### src/logic/ccr_pkg.sv
// Constants and types for the clock conditioner register bank
package ccr_pkg;
  localparam int          WORD_W          = 32;
  localparam int          ADDR_W          = 4;
  localparam int          DATA_W          = 28;
  localparam int          CNT_W           = 6;
  localparam logic [5:0]  WORD_BITS       = 6'h20;
  // Register addresses
  localparam logic [3:0]  ADDR_SOFT_RESET = 4'h0;
  localparam logic [3:0]  ADDR_OUT0       = 4'h4;
  localparam logic [3:0]  ADDR_OUT1       = 4'h5;
  localparam logic [3:0]  ADDR_OUT2       = 4'h6;
  localparam logic [3:0]  ADDR_OUT3       = 4'h7;
  localparam logic [3:0]  ADDR_LOCK_DIV   = 4'hB;
  localparam logic [3:0]  ADDR_GLOBAL     = 4'hE;
  localparam logic [3:0]  ADDR_GAIN_FB    = 4'hF;
  // Field positions in the 32-bit word
  localparam int          RESET_BIT       = 31;
  localparam int          MUX_HI          = 18;
  localparam int          MUX_LO          = 17;
  localparam int          EN_BIT          = 16;
  localparam int          DIV_HI          = 15;
  localparam int          DIV_LO          = 8;
  localparam int          DLY_HI          = 7;
  localparam int          DLY_LO          = 4;
  localparam int          QUARTER_BIT     = 15;
  localparam int          ALL_EN_BIT      = 27;
  localparam int          SLEEP_BIT       = 26;
  localparam int          HIZ_BIT         = 25;
  localparam int          POL_BIT         = 24;
  localparam int          LOCK_HI         = 23;
  localparam int          LOCK_LO         = 20;
  localparam int          RDIV_HI         = 19;
  localparam int          RDIV_LO         = 8;
  localparam int          GAIN_HI         = 31;
  localparam int          GAIN_LO         = 30;
  localparam int          NDIV_HI         = 25;
  localparam int          NDIV_LO         = 8;
  // Power-on defaults
  localparam logic [1:0]  MUX_RST         = 2'h0;
  localparam logic        EN_RST          = 1'b0;
  localparam logic [7:0]  DIV_RST         = 8'h01;
  localparam logic [3:0]  DLY_RST         = 4'h0;
  localparam logic        QUARTER_RST     = 1'b0;
  localparam logic        ALL_EN_RST      = 1'b1;
  localparam logic        SLEEP_RST       = 1'b0;
  localparam logic        HIZ_RST         = 1'b0;
  localparam logic        POL_RST         = 1'b0;
  localparam logic [3:0]  LOCK_RST        = 4'h0;
  localparam logic [11:0] RDIV_RST        = 12'h00A;
  localparam logic [1:0]  GAIN_RST        = 2'h0;
  localparam logic [17:0] NDIV_RST        = 18'h002F8;
  // Output path select codes
  localparam logic [1:0]  PATH_BYPASS     = 2'h0;
  localparam logic [1:0]  PATH_DIVIDED    = 2'h1;
  localparam logic [1:0]  PATH_DELAYED    = 2'h2;
  localparam logic [1:0]  PATH_BOTH       = 2'h3;
  // Added path delay in ps per select code
  localparam logic [9:0]  ADD_DLY_DIV     = 10'h064;
  localparam logic [9:0]  ADD_DLY_DLY     = 10'h190;
  localparam logic [9:0]  ADD_DLY_BOTH    = 10'h1F4;

  typedef struct packed {
    logic [1:0] output_path_select;
    logic       output_enable_bit;
    logic [7:0] output_divider_code;
    logic [3:0] output_delay_code;
  } ccr_out_cfg_s;

  typedef struct packed {
    logic        all_outputs_enable;
    logic        device_sleep;
    logic        pump_high_impedance;
    logic        pump_polarity;
    logic [3:0]  lock_status_pin;
    logic [11:0] ref_divider;
  } ccr_global_s;

  typedef struct packed {
    logic [1:0]  pump_current_gain;
    logic [17:0] feedback_divider;
  } ccr_gain_s;

  typedef struct packed {
    logic [2:0]        clk_sync;
    logic [2:0]        le_sync;
    logic [1:0]        data_sync;
    logic [WORD_W-1:0] shift;
    logic [CNT_W-1:0]  count;
    ccr_out_cfg_s [3:0] outputs;
    logic              lock_detect_quarter;
    ccr_global_s       global_cfg;
    ccr_gain_s         gain_cfg;
    logic [3:0]        active;
    logic [3:0][9:0]   added_delay;
    logic              word_strobe;
  } ccr_state_s;
endpackage : ccr_pkg

### src/logic/ccr_clock_conditioner_regs.sv
// Serial-loaded write-only register bank of the clock conditioner
//
// Function
// RULE1 - Word is 32 bits: low four bits address, upper 28 bits data.
// RULE2 - Shift MSB first on rising clock while latch low; rising latch stores word.
// RULE3 - Addresses four to seven configure outputs zero to three, same layout.
// RULE4 - Reset bit 31 of register zero restores all defaults and clears itself.
// RULE5 - With reset set, other register-zero bits are ignored; host rewrites them.
// RULE6 - Host keeps the soft-reset bit at zero unless resetting.
// RULE7 - Mux field 18:17 selects bypass, divided, delayed, or both.
// RULE8 - Enable bit 16, divider 15:8 default 1, delay 7:4 default 0.
// RULE9 - Non-bypass paths add 100, 400, or 500 ps delay.
// RULE10 - Lock-detect divide bit 15 of register eleven, default zero.
// RULE11 - Global output enable bit 27 of register fourteen, default one.
// RULE12 - Power-down bit 26 of register fourteen, default zero.
// RULE13 - Bit 25 of register fourteen puts charge pump in high impedance.
// RULE14 - Bit 24 of register fourteen selects pump polarity, default negative.
// RULE15 - Lock pin selector 23:20 default 0; reference divider 19:8 default 10.
// RULE16 - Register fifteen: pump gain 31:30 default 0; feedback divider 25:8 default 760.
// RULE17 - Host writes fixed map bits with exactly their constant values; the bench sends words with all bits free, such as 7FFFFFF0 to register zero.
`timescale 1ns/1ns
module ccr_clock_conditioner_regs (
  input  wire logic                  SYS_CLK,
  input  wire logic                  SYS_RST,
  input  wire logic                  SERIAL_CLOCK_IN,
  input  wire logic                  SERIAL_DATA_IN,
  input  wire logic                  SERIAL_LATCH_ENABLE,
  output ccr_pkg::ccr_out_cfg_s [3:0] OUTPUT_CFG,
  output logic [3:0]                 OUTPUT_ACTIVE,
  output logic [3:0][9:0]            OUTPUT_ADDED_DELAY_PS,
  output logic                       LOCK_DETECT_QUARTER,
  output ccr_pkg::ccr_global_s       GLOBAL_CFG,
  output ccr_pkg::ccr_gain_s         GAIN_CFG,
  output logic                       WORD_STROBE
);

  ccr_pkg::ccr_state_s state_reg;
  ccr_pkg::ccr_state_s state_next;
  logic                clk_rise;
  logic                le_rise;
  logic [3:0]          word_addr;
  logic [27:0]         word_data;
  logic [31:0]         full_word;

  // Fixed added path delay for one select code
  function automatic logic [9:0] path_delay(input logic [1:0] sel);
    logic [9:0] d;
    d = 10'h000;
    unique case (sel)
      ccr_pkg::PATH_BYPASS:  d = 10'h000;
      ccr_pkg::PATH_DIVIDED: d = ccr_pkg::ADD_DLY_DIV;
      ccr_pkg::PATH_DELAYED: d = ccr_pkg::ADD_DLY_DLY;
      ccr_pkg::PATH_BOTH:    d = ccr_pkg::ADD_DLY_BOTH;
    endcase
    return d;
  endfunction : path_delay

  // Power-on defaults of all configuration fields
  function automatic ccr_pkg::ccr_state_s cfg_defaults(input ccr_pkg::ccr_state_s s);
    ccr_pkg::ccr_state_s r;
    r = s;
    for (int i = 0; i < 4; i++) begin
      r.outputs[i].output_path_select  = ccr_pkg::MUX_RST;
      r.outputs[i].output_enable_bit   = ccr_pkg::EN_RST;
      r.outputs[i].output_divider_code = ccr_pkg::DIV_RST;
      r.outputs[i].output_delay_code   = ccr_pkg::DLY_RST;
    end
    r.lock_detect_quarter            = ccr_pkg::QUARTER_RST;
    r.global_cfg.all_outputs_enable  = ccr_pkg::ALL_EN_RST;
    r.global_cfg.device_sleep        = ccr_pkg::SLEEP_RST;
    r.global_cfg.pump_high_impedance = ccr_pkg::HIZ_RST;
    r.global_cfg.pump_polarity       = ccr_pkg::POL_RST;
    r.global_cfg.lock_status_pin     = ccr_pkg::LOCK_RST;
    r.global_cfg.ref_divider         = ccr_pkg::RDIV_RST;
    r.gain_cfg.pump_current_gain     = ccr_pkg::GAIN_RST;
    r.gain_cfg.feedback_divider      = ccr_pkg::NDIV_RST;
    return r;
  endfunction : cfg_defaults

  // Per-output effective enable and fixed path delay, kept in flip-flops
  function automatic ccr_pkg::ccr_state_s derive_outputs(input ccr_pkg::ccr_state_s s);
    ccr_pkg::ccr_state_s r;
    r = s;
    for (int i = 0; i < 4; i++) begin
      r.active[i]      = s.outputs[i].output_enable_bit
                         & s.global_cfg.all_outputs_enable
                         & ~s.global_cfg.device_sleep; // RULE11 RULE12
      r.added_delay[i] = path_delay(s.outputs[i].output_path_select); // RULE9
    end
    return r;
  endfunction : derive_outputs

  // Whole state after a system reset: idle link, defaults, no strobe
  function automatic ccr_pkg::ccr_state_s reset_state();
    ccr_pkg::ccr_state_s r;
    r         = '0;
    r.le_sync = 3'h7; // Latch idles high, so release is no edge
    r         = derive_outputs(cfg_defaults(r));
    return r;
  endfunction : reset_state

  // Edge detection on synchronised link lines
  assign clk_rise  = state_reg.clk_sync[1] & ~state_reg.clk_sync[2];
  assign le_rise   = state_reg.le_sync[1] & ~state_reg.le_sync[2];
  assign full_word = state_reg.shift;
  assign word_addr = full_word[ccr_pkg::ADDR_W-1:0];              // RULE1
  assign word_data = full_word[ccr_pkg::WORD_W-1:ccr_pkg::ADDR_W]; // RULE1

  // Shift, latch and decode
  always_comb begin
    state_next             = state_reg;
    state_next.word_strobe = 1'b0;
    state_next.clk_sync    = {state_reg.clk_sync[1:0], SERIAL_CLOCK_IN};
    state_next.le_sync     = {state_reg.le_sync[1:0], SERIAL_LATCH_ENABLE};
    state_next.data_sync   = {state_reg.data_sync[0], SERIAL_DATA_IN};
    if (!state_reg.le_sync[1] && clk_rise) begin
      state_next.shift = {state_reg.shift[ccr_pkg::WORD_W-2:0], state_reg.data_sync[1]}; // RULE2
      if (state_reg.count != ccr_pkg::WORD_BITS) begin
        state_next.count = state_reg.count + 6'h01;
      end
    end
    if (le_rise) begin
      state_next.count       = '0;
      state_next.word_strobe = 1'b1;
      unique case (word_addr) // RULE2
        ccr_pkg::ADDR_SOFT_RESET: begin
          if (full_word[ccr_pkg::RESET_BIT]) begin
            state_next = cfg_defaults(state_next); // RULE4 RULE5
          end
        end
        ccr_pkg::ADDR_OUT0, ccr_pkg::ADDR_OUT1, ccr_pkg::ADDR_OUT2, ccr_pkg::ADDR_OUT3: begin
          state_next.outputs[word_addr[1:0]].output_path_select  =
            full_word[ccr_pkg::MUX_HI:ccr_pkg::MUX_LO]; // RULE3 RULE7
          state_next.outputs[word_addr[1:0]].output_enable_bit   = full_word[ccr_pkg::EN_BIT]; // RULE8
          state_next.outputs[word_addr[1:0]].output_divider_code =
            full_word[ccr_pkg::DIV_HI:ccr_pkg::DIV_LO]; // RULE8
          state_next.outputs[word_addr[1:0]].output_delay_code   =
            full_word[ccr_pkg::DLY_HI:ccr_pkg::DLY_LO]; // RULE8
        end
        ccr_pkg::ADDR_LOCK_DIV: begin
          state_next.lock_detect_quarter = full_word[ccr_pkg::QUARTER_BIT]; // RULE10
        end
        ccr_pkg::ADDR_GLOBAL: begin
          state_next.global_cfg.all_outputs_enable  = full_word[ccr_pkg::ALL_EN_BIT]; // RULE11
          state_next.global_cfg.device_sleep        = full_word[ccr_pkg::SLEEP_BIT]; // RULE12
          state_next.global_cfg.pump_high_impedance = full_word[ccr_pkg::HIZ_BIT]; // RULE13
          state_next.global_cfg.pump_polarity       = full_word[ccr_pkg::POL_BIT]; // RULE14
          state_next.global_cfg.lock_status_pin     = full_word[ccr_pkg::LOCK_HI:ccr_pkg::LOCK_LO]; // RULE15
          state_next.global_cfg.ref_divider         = full_word[ccr_pkg::RDIV_HI:ccr_pkg::RDIV_LO]; // RULE15
        end
        ccr_pkg::ADDR_GAIN_FB: begin
          state_next.gain_cfg.pump_current_gain = full_word[ccr_pkg::GAIN_HI:ccr_pkg::GAIN_LO]; // RULE16
          state_next.gain_cfg.feedback_divider  = full_word[ccr_pkg::NDIV_HI:ccr_pkg::NDIV_LO]; // RULE16
        end
        default: begin
          state_next.word_strobe = 1'b1; // Unused addresses store nothing
        end
      endcase
    end
    state_next = derive_outputs(state_next); // Same edge as the fields
  end

  // State register with power-on defaults
  always_ff @(posedge SYS_CLK) begin
    if (SYS_RST) begin
      state_reg <= reset_state();
    end else begin
      state_reg <= state_next;
    end
  end

  // All outputs straight from flip-flops
  assign OUTPUT_CFG            = state_reg.outputs;
  assign OUTPUT_ACTIVE         = state_reg.active;
  assign OUTPUT_ADDED_DELAY_PS = state_reg.added_delay;
  assign LOCK_DETECT_QUARTER   = state_reg.lock_detect_quarter;
  assign GLOBAL_CFG            = state_reg.global_cfg;
  assign GAIN_CFG              = state_reg.gain_cfg;
  assign WORD_STROBE           = state_reg.word_strobe;

endmodule : ccr_clock_conditioner_regs

### config.mk
export PLATFORM = sky130hd
export DESIGN_NAME = ccr_clock_conditioner_regs
export DESIGN_NICKNAME = d
export VERILOG_FILES = /design/src/logic/ccr_pkg.sv /design/src/logic/ccr_clock_conditioner_regs.sv
export SDC_FILE = /design/constraint.sdc
export NUM_CORES = 1
export LEC_CHECK = 0
export BUFFER_PORTS_ARGS = -buffer_cell sky130_fd_sc_hd__buf_4
export CORE_ASPECT_RATIO = 0.8
export CORE_MARGIN = 2
export CORE_UTILIZATION = 58
export CTS_BUF_LIST = sky130_fd_sc_hd__clkbuf_8
export DETAILED_ROUTE_END_ITERATION = 6
export PLACE_DENSITY = 0.95
export SETUP_SLACK_MARGIN = 0.3
export SYNTH_ARGS = -nofsm -noshare
export SYNTH_HDL_FRONTEND = slang
export SYNTH_SLANG_ARGS = --single-unit
### constraint.sdc
create_clock -name SYS_CLK -period 3.62 [get_ports SYS_CLK]
set_input_delay 1.086 -clock SYS_CLK [delete_from_list [all_inputs] [get_ports SYS_CLK]]
set_output_delay 1.086 -clock SYS_CLK [all_outputs]
set_load 0.005 [all_outputs]
### After elaboration in Yosys (flattened, before gate mapping)

Index checks and enable logic that the tools add are counted.

* add/subtract/negate cells: 1
* order comparisons: 2
* equal/unequal tests: 21
* muxes and demuxes: 26
* bitwise logic cells: 14
* reduce and logical (&&, ||, !) cells: 21

Operators by type and width (number)
* $bwmux W60: 4
* $pmux W10 S4: 4
* $mux W152: 1
* $mux W146: 1
* $demux W15 S2: 4
* $pmux W60 S2: 1
* $pmux W20 S2: 2
* $mux W44: 1
* $mux W38: 1
* $eq A2 B2 Y1 const B: 8
* $eq A4 B3 Y1 const B: 4
* $mux W15: 1
* $mux W13: 1
* $eq A4 B4 Y1 const B: 3
* $mux W12: 1
* $reduce_and A3 Y1: 4
* $reduce_bool A2 Y1: 6
* $and A1 B1 Y1: 10
* $eq A2 B1 Y1 const B: 4
* $logic_not A2 Y1: 4
* $add A6 B1 Y6 const B: 1
* $mux W6: 1
* $ne A6 B6 Y1 const B: 1
* $logic_not A4 Y1: 1
* other kinds (12): 16

* bits in registers: 192
* output and inout bits: 146

### Longest topological paths before layout

Gate-level depths: netlist of run 1.

* word-level depth: 12
* mapped depth: 7
* gate-level depth less buffers: 4

### Worst setup path before layout of run 1

Ideal clock, no wire load.

* path kind: in2reg
* start point: input SYS_RST
* end point: register state_reg (netlist bit GLOBAL_CFG[7])
* library setup time: 0.059 ns
* arrival time: 2.076 ns
* data required time: 3.561 ns
* path slack: 1.484 ns
* cell stages on the path: 4
* path buffers: 2
* path through: clkbuf_1 nor3_1 buf_2 a22o_1

RTL lines
* from (decl): line ccr_clock_conditioner_regs.sv:24 `input wire logic SYS_RST,`
* to (signal assigned): line ccr_clock_conditioner_regs.sv:166 `state_reg <= reset_state();`
* to (signal assigned): line ccr_clock_conditioner_regs.sv:168 `state_reg <= state_next;`
* to (decl): line ccr_clock_conditioner_regs.sv:37 `ccr_pkg::ccr_state_s state_reg;`

### Worst setup path after layout of run 1

* start point: register state_reg (netlist bit full_word[3])
* end point: register state_reg (netlist bit OUTPUT_CFG[7])

* cells in the longest elaborated chain, start to end: 4
* elaborated cells between the ends (all ways): 10

RTL lines
* $eq A4 B3 Y1: line ccr_clock_conditioner_regs.sv:125 `unique case (word_addr)`
* $reduce_or A4 Y1: line ccr_clock_conditioner_regs.sv:125
* $reduce_bool A2 Y1 (no source line)
* $reduce_and A3 Y1 (no source line)

Parallel ways exist; a longest one is shown, timed or not.
A chain may end at the register's enable or synchronous reset.

==> results of run 1 <==
[worst max-delay path, stage by stage, from the launching register on]
cell,delay [ps]
dfxtp_1,470
or3b_1,530
nor3_1,980
nand3_1,180
a21oi_1,190
[kinds of logic after synthesis]
logic type	after synthesis	synth area share, %
buf+inv	199	21.0
mux	2	0.337
other cells	1	0.0594
simple gates	191	13.8
compound gates	150	17.2
flops	150	47.6
[power breakdown]
group	leakage, nW	total [mW]	switching [mW]	internal, mW
Sequential	1.21	1.66	0.00277	1.65
Clock	0.203	1.30	0.667	0.631
Combinational	1.28	0.0496	0.0387	0.0108
Total	2.69	3.00	0.709	2.30
[routing by layer]
layer  vias up  global-route usage, %  routed length, um
li1       2147                      -                  -
met1      2238                   32.1               5820
met2       274                   39.5               7100
met3        33                   6.46               1350
met4         0                   10.6                301
met5         -                      0                  0
[cells in the final DEF, fill, tap and decap left out, types with 2 or more instances in the layout]
cell | synthesis | final
o21ai_0 | 2 | 2
or3b_1 | 3 | 3
nand2_1 | 87 | 87
a22oi_1 | 33 | 33
nand2b_1 | 4 | 4
a22o_1 | 43 | 43
buf_4 | 144 | 138
a21o_1 | 2 | 2
a21oi_1 | 46 | 46
a21oi_2 | 2 | 2
clkinvlp_4 | 0 | 2
nor4_2 | 0 | 2
inv_1 | 2 | 3
nor2b_1 | 7 | 7
or2_2 | 5 | 5
inv_6 | 0 | 6
nor2_1 | 46 | 46
a211o_1 | 2 | 2
inv_8 | 0 | 2
o311ai_0 | 2 | 2
dfxtp_1 | 150 | 150
bufinv_16 | 0 | 2
or3_1 | 2 | 2
nand4b_1 | 2 | 2
conb_1 | 1 | 16
clkbuf_8 | 0 | 17
o32a_1 | 3 | 3
nand3_1 | 17 | 17
nand4_1 | 3 | 3
o21bai_1 | 2 | 2
nor3_1 | 5 | 4
o22a_1 | 6 | 6
[layout make-up]
type | count | area [um2] | share of cell area [%]
Sequential cell | 150 | 3000 | 44.9
Multi-Input combinational cell | 359 | 2060 | 30.8
Timing Repair Buffer | 138 | 1040 | 15.5
Clock buffer | 17 | 234 | 3.50
Tap cell | 144 | 180 | 2.69
Clock inverter | 15 | 168 | 2.51
Inverter | 2 | 7.51 | 0.112
[worst max path at each step]
stage / end / start / cells past startpoint / slack (ps)
after floorplan: GLOBAL_CFG[7] / SYS_RST / 4 / 1480
after global placement: OUTPUT_CFG[46] / SYS_RST / 4 / 900
after detailed placement: GAIN_CFG[11] / SYS_RST / 3 / 790
after CTS: GAIN_CFG[13] / full_word[0] / 4 / 1240
after global routing: OUTPUT_CFG[2] / full_word[3] / 4 / 1010
final: OUTPUT_CFG[7] / full_word[3] / 4 / 1170
==> results.yml, run 1 <==
cells_and_area:
  design_area_mm2: 0.00669
  fin_util_pct: 62.4
  final_nets: 673
  fillers: 905
  largest_reg_flops: 56
  synthToLayoutAreaGrowth_pct: 6.01
  drive_above_1_share_pct: 27.2
  n_antenna_cell: 0
  finalNonFillerCells: 825
pwr:
  powerDensity_mw_per_mm2: 449
  power_leakage_nw: 2.69
  ir_worst_vdd_mv: 0.362
  p_total_mw: 3.00
place:
  io_buffers: 134
  dp_hpwl_mm: 9.94
  place_ws_ps: 793
  globalplace.congestion: 0.896
  dpl.cell_count: 793
  postPlaceCellArea_mm2: 0.00629
sta:
  timing.final.crit_share_pct: 67.7
  max_clock_freq_ghz: 0.408
  final.min_clock_period_ps: 2450
  setup_viol: 0
  rsz0062_at_grt: "false"
  layout_setup_ws_ps: 1170
  finalHoldViolCount: 0
  relSlewSlack_pct: 19.6
  worstMarginPinSlew_ps: 1200
  finalClockSkew_ps: 14.4
  fin_hold_ws_ps: 418
  fin_setup_tns_ps: 0
  drv_slew: 0
routing:
  drc_errors: 0
  wl_per_cell_um: 17.7
  firstDrtPassIters: 6
  final_antenna_net_count: 0
  routed-via-count: 4692
  routed_via_density: 5.69
  initialDrtViolationCount: 456
  routed_wirelength_mm: 14.6
yosys:
  synth_most_common_cell: "dfxtp_1"
  synth_flop_cell: "dfxtp_1"
  synth_area_mm2: 0.00631
  yosys.area.top_type: "dfxtp_1"
  synth.avg_cell_area_um2: 9.10
  ys_seq_area_share_pct: 47.6
  netlist_instances: 693
  synth_top_cells_by_area: "dfxtp_1 48%, buf_4 17%, a22o_1 6.0%"
  netlist.area_leader.share_pct: 47.6
  synth-edff-count: 0
  async_flop_share_pct: 0
  synth-seq-cells: 150
  ys_top_cells_by_count: "150 x dfxtp_1, 144 x buf_4, 87 x nand2_1"
  synth_cell_types: 48
  yosys_warnings: 0
clock_tree:
  cts_sinks: 150
  root_buffer: "clkbuf_8"
  htreeDepth: 4
  cts_tree: "built"
  insertion_delay_ps: 450
  ctsLongestPathBuffers: 2
  cts_resized: 0
  holdBufCountCts: 0
  cts_buffers: 17
  post-cts-setup-buffers: 0
  clk_pin_slew_worst_paths_ps: 80
worst_setup_path:
  cp.required_ps: 3980
  reg2reg_from: "full_word[3]"
  r2r_end: "OUTPUT_CFG[7]"
  reg2reg_depth: 4
  arrival_ps: 2810
  start_kind: "flop"
  reg2reg_slack_ps: 1170
  crit_type: "reg2reg"
  crit_path_end_kind: "flop"
  path_max_fanout: 14
global_routing:
  overflow: 0
  grt_pass1_wl_mm: 22.9
  grt_antenna_before_repair: 0
  track_usage_pct: 24.9
  grt_max_degree: 103
  grt_pass1_vias: 4403
run_status:
  outcome: "finished clean"
job:
  cap_viol_max_count: 0
min_path:
  whs_endpoint: "state_reg[187]"
  holdPathStages: 1
  hold_path.class: "reg2reg"
  min_from: "state_reg[186]"
die:
  initial_core_util_pct: 58.8
  num_rows: 34
  die_h_um: 97.3
  io_pins: 151
  dieArea_mm2: 0.0117
  die_w_um: 121
  coreArea_mm2: 0.0107
Note: power is estimated with default switching activity, not from simulation.
==> inputs of run 2 (changes only) <==
- CORE_UTILIZATION: 58 -> 55
- PLACE_DENSITY: 0.95 -> 0.94
- clock period: 3.62 -> 2.4 ns (I/O delays scaled with it)
==> results.yml, run 2 (same netlist as run 1, synthesis figures left out) <==
clock_tree:
  cts_sinks: 150
  cts_tree: "built"
  post-cts-setup-buffers: 0
  cts_buffers: 17
  insertion_delay_ps: 450
  ctsLongestPathBuffers: 2
  root_buffer: "clkbuf_8"
  clk_pin_slew_worst_paths_ps: 70
  htreeDepth: 4
routing:
  final_antenna_net_count: 0
  wl_per_cell_um: 17.6
  routed_wirelength_mm: 14.6
  routed-via-count: 4633
  wl_met3_mm: 1.31
  met2RoutedLength_mm: 6.89
  topRoutingLayerUsed: "met4"
  drc_errors: 0
  initialDrtViolationCount: 392
  routed_via_density: 5.58
  firstDrtPassIters: 7
  met1_length_mm: 6.22
sta:
  worstMarginPinSlew_ps: 680
  setup_viol: 0
  rsz0062_at_grt: "false"
  relSlewSlack_pct: 54.6
  drv_slew: 0
  timing.final.crit_share_pct: 83.6
  finalClockSkew_ps: 12.0
  finalHoldViolCount: 0
  fin_setup_tns_ps: 0
  layout_setup_ws_ps: 394
  final.min_clock_period_ps: 2010
  max_clock_freq_ghz: 0.498
  fin_hold_ws_ps: 431
pwr:
  p_int_mw: 3.68
  powerDensity_mw_per_mm2: 681
  power_leakage_nw: 2.78
  ir_worst_vdd_mv: 0.435
  power.switching_mw: 0.950
  seqPwrFrac_pct: 54.0
  power_frac_clock_pct: 44.2
  comb_power_share_pct: 1.8
  swShare_pct: 20.5
global_routing:
  grt_antenna_before_repair: 0
  grt_pass1_vias: 4187
  grt_max_degree: 36
  overflow: 0
  grt_pass1_wl_mm: 22.3
  track_usage_pct: 23.7
die:
  initial_core_util_pct: 57.3
  num_rows: 34
  dieArea_mm2: 0.0123
  coreArea_mm2: 0.0110
  io_pins: 151
  die_h_um: 99.8
  die_w_um: 124
place:
  dpl.cell_count: 803
  dp_hpwl_mm: 10.1
  globalplace.congestion: 0.907
  place_ws_ps: 226
  io_buffers: 134
cells_and_area:
  drive_above_1_share_pct: 28.7
  mostFrequentLayoutCells: "150 x dfxtp_1, 148 x buf_4, 87 x nand2_1, 46 x nor2_1, 45 x a21oi_1"
  synthToLayoutAreaGrowth_pct: 7.85
  fin_util_pct: 61.8
  n_antenna_cell: 0
  finalNonFillerCells: 831
  final_nets: 683
  final_common_cell: "dfxtp_1"
  largest_reg_flops: 56
worst_setup_path:
  arrival_ps: 2340
  crit_buf_inv: 1
  cpPeakStageDelay_ps: 490
  crit_path_end_kind: "flop"
  worstPathCellList: "buf_4 -> or3b_1 -> a211o_2 -> a22oi_1 -> nor2_1"
  crit_slowest_cell: "a211o_2"
  start_kind: "flop"
  crit_type: "reg2reg"
  path_max_fanout: 15
  cp.required_ps: 2730
  critical_path.top_delay_family: "compound AO/OA/AOI/OAI gates"
min_path:
  hold_path.class: "reg2reg"
run_status:
  outcome: "finished clean"
job:
  cap_viol_max_count: 0
[run 2: power by group through the flow]
stage / sequential [mW] / clock, mW / combinational (mW)
3_3_place_gp: 2.56 / 0 / 0.0792
2_1_floorplan: 2.56 / 0 / 0.0780
5_1_grt: 2.50 / 2.18 / 0.0927
4_1_cts: 2.50 / 2.06 / 0.0815
3_5_place_dp: 2.56 / 0 / 0.0814
6_report: 2.50 / 2.05 / 0.0848
[run 2: area by class of cell]
class,count,area (um2)
clock buffers,19,262
clock inverters,9,153
fillers,869,4210
inverters,2,7.51
multi-input cells,359,2090
flip-flops and latches,150,3000
well taps,144,180
repair buffers,148,1110
[run 2: worst paths after layout]
check	start	to	slack, ps	cells after the start
setup / recovery	full_word[1]	OUTPUT_ACTIVE[2]	390	5
hold / removal	state_reg[186]	state_reg[187]	430	1
hold reg to reg	state_reg[186]	state_reg[187]	430	1
setup reg to reg	full_word[1]	OUTPUT_ACTIVE[2]	390	5
[run 2: timing repair]
item / in CTS / in global routing
hold buffers: 0 / 0
resized for setup: 0 / 7
endpoints found under the setup margin: 0 / 71
[run 2: worst register-to-register path: stages, from the launching register on]
cell and delay (ps):
dfxtp_1 410, buf_4 230, or3b_1 390, a211o_2 490
a22oi_1 290, nor2_1 90
[run 2: stage by stage]
stage | total power [mW] | instance area (um2)
3_5_place_dp | 2.64 | 6360
6_report | 4.63 | 6800
5_1_grt | 4.77 | 6800
2_1_floorplan | 2.63 | 6360
4_1_cts | 4.64 | 6780
3_3_place_gp | 2.64 | 6360
[run 2: per-layer routing]
metal,GRT usage (%),up-vias
met3,6.82,26
met5,0,-
met1,32.0,2204
li1,-,2163
met2,36.2,240
met4,8.83,0
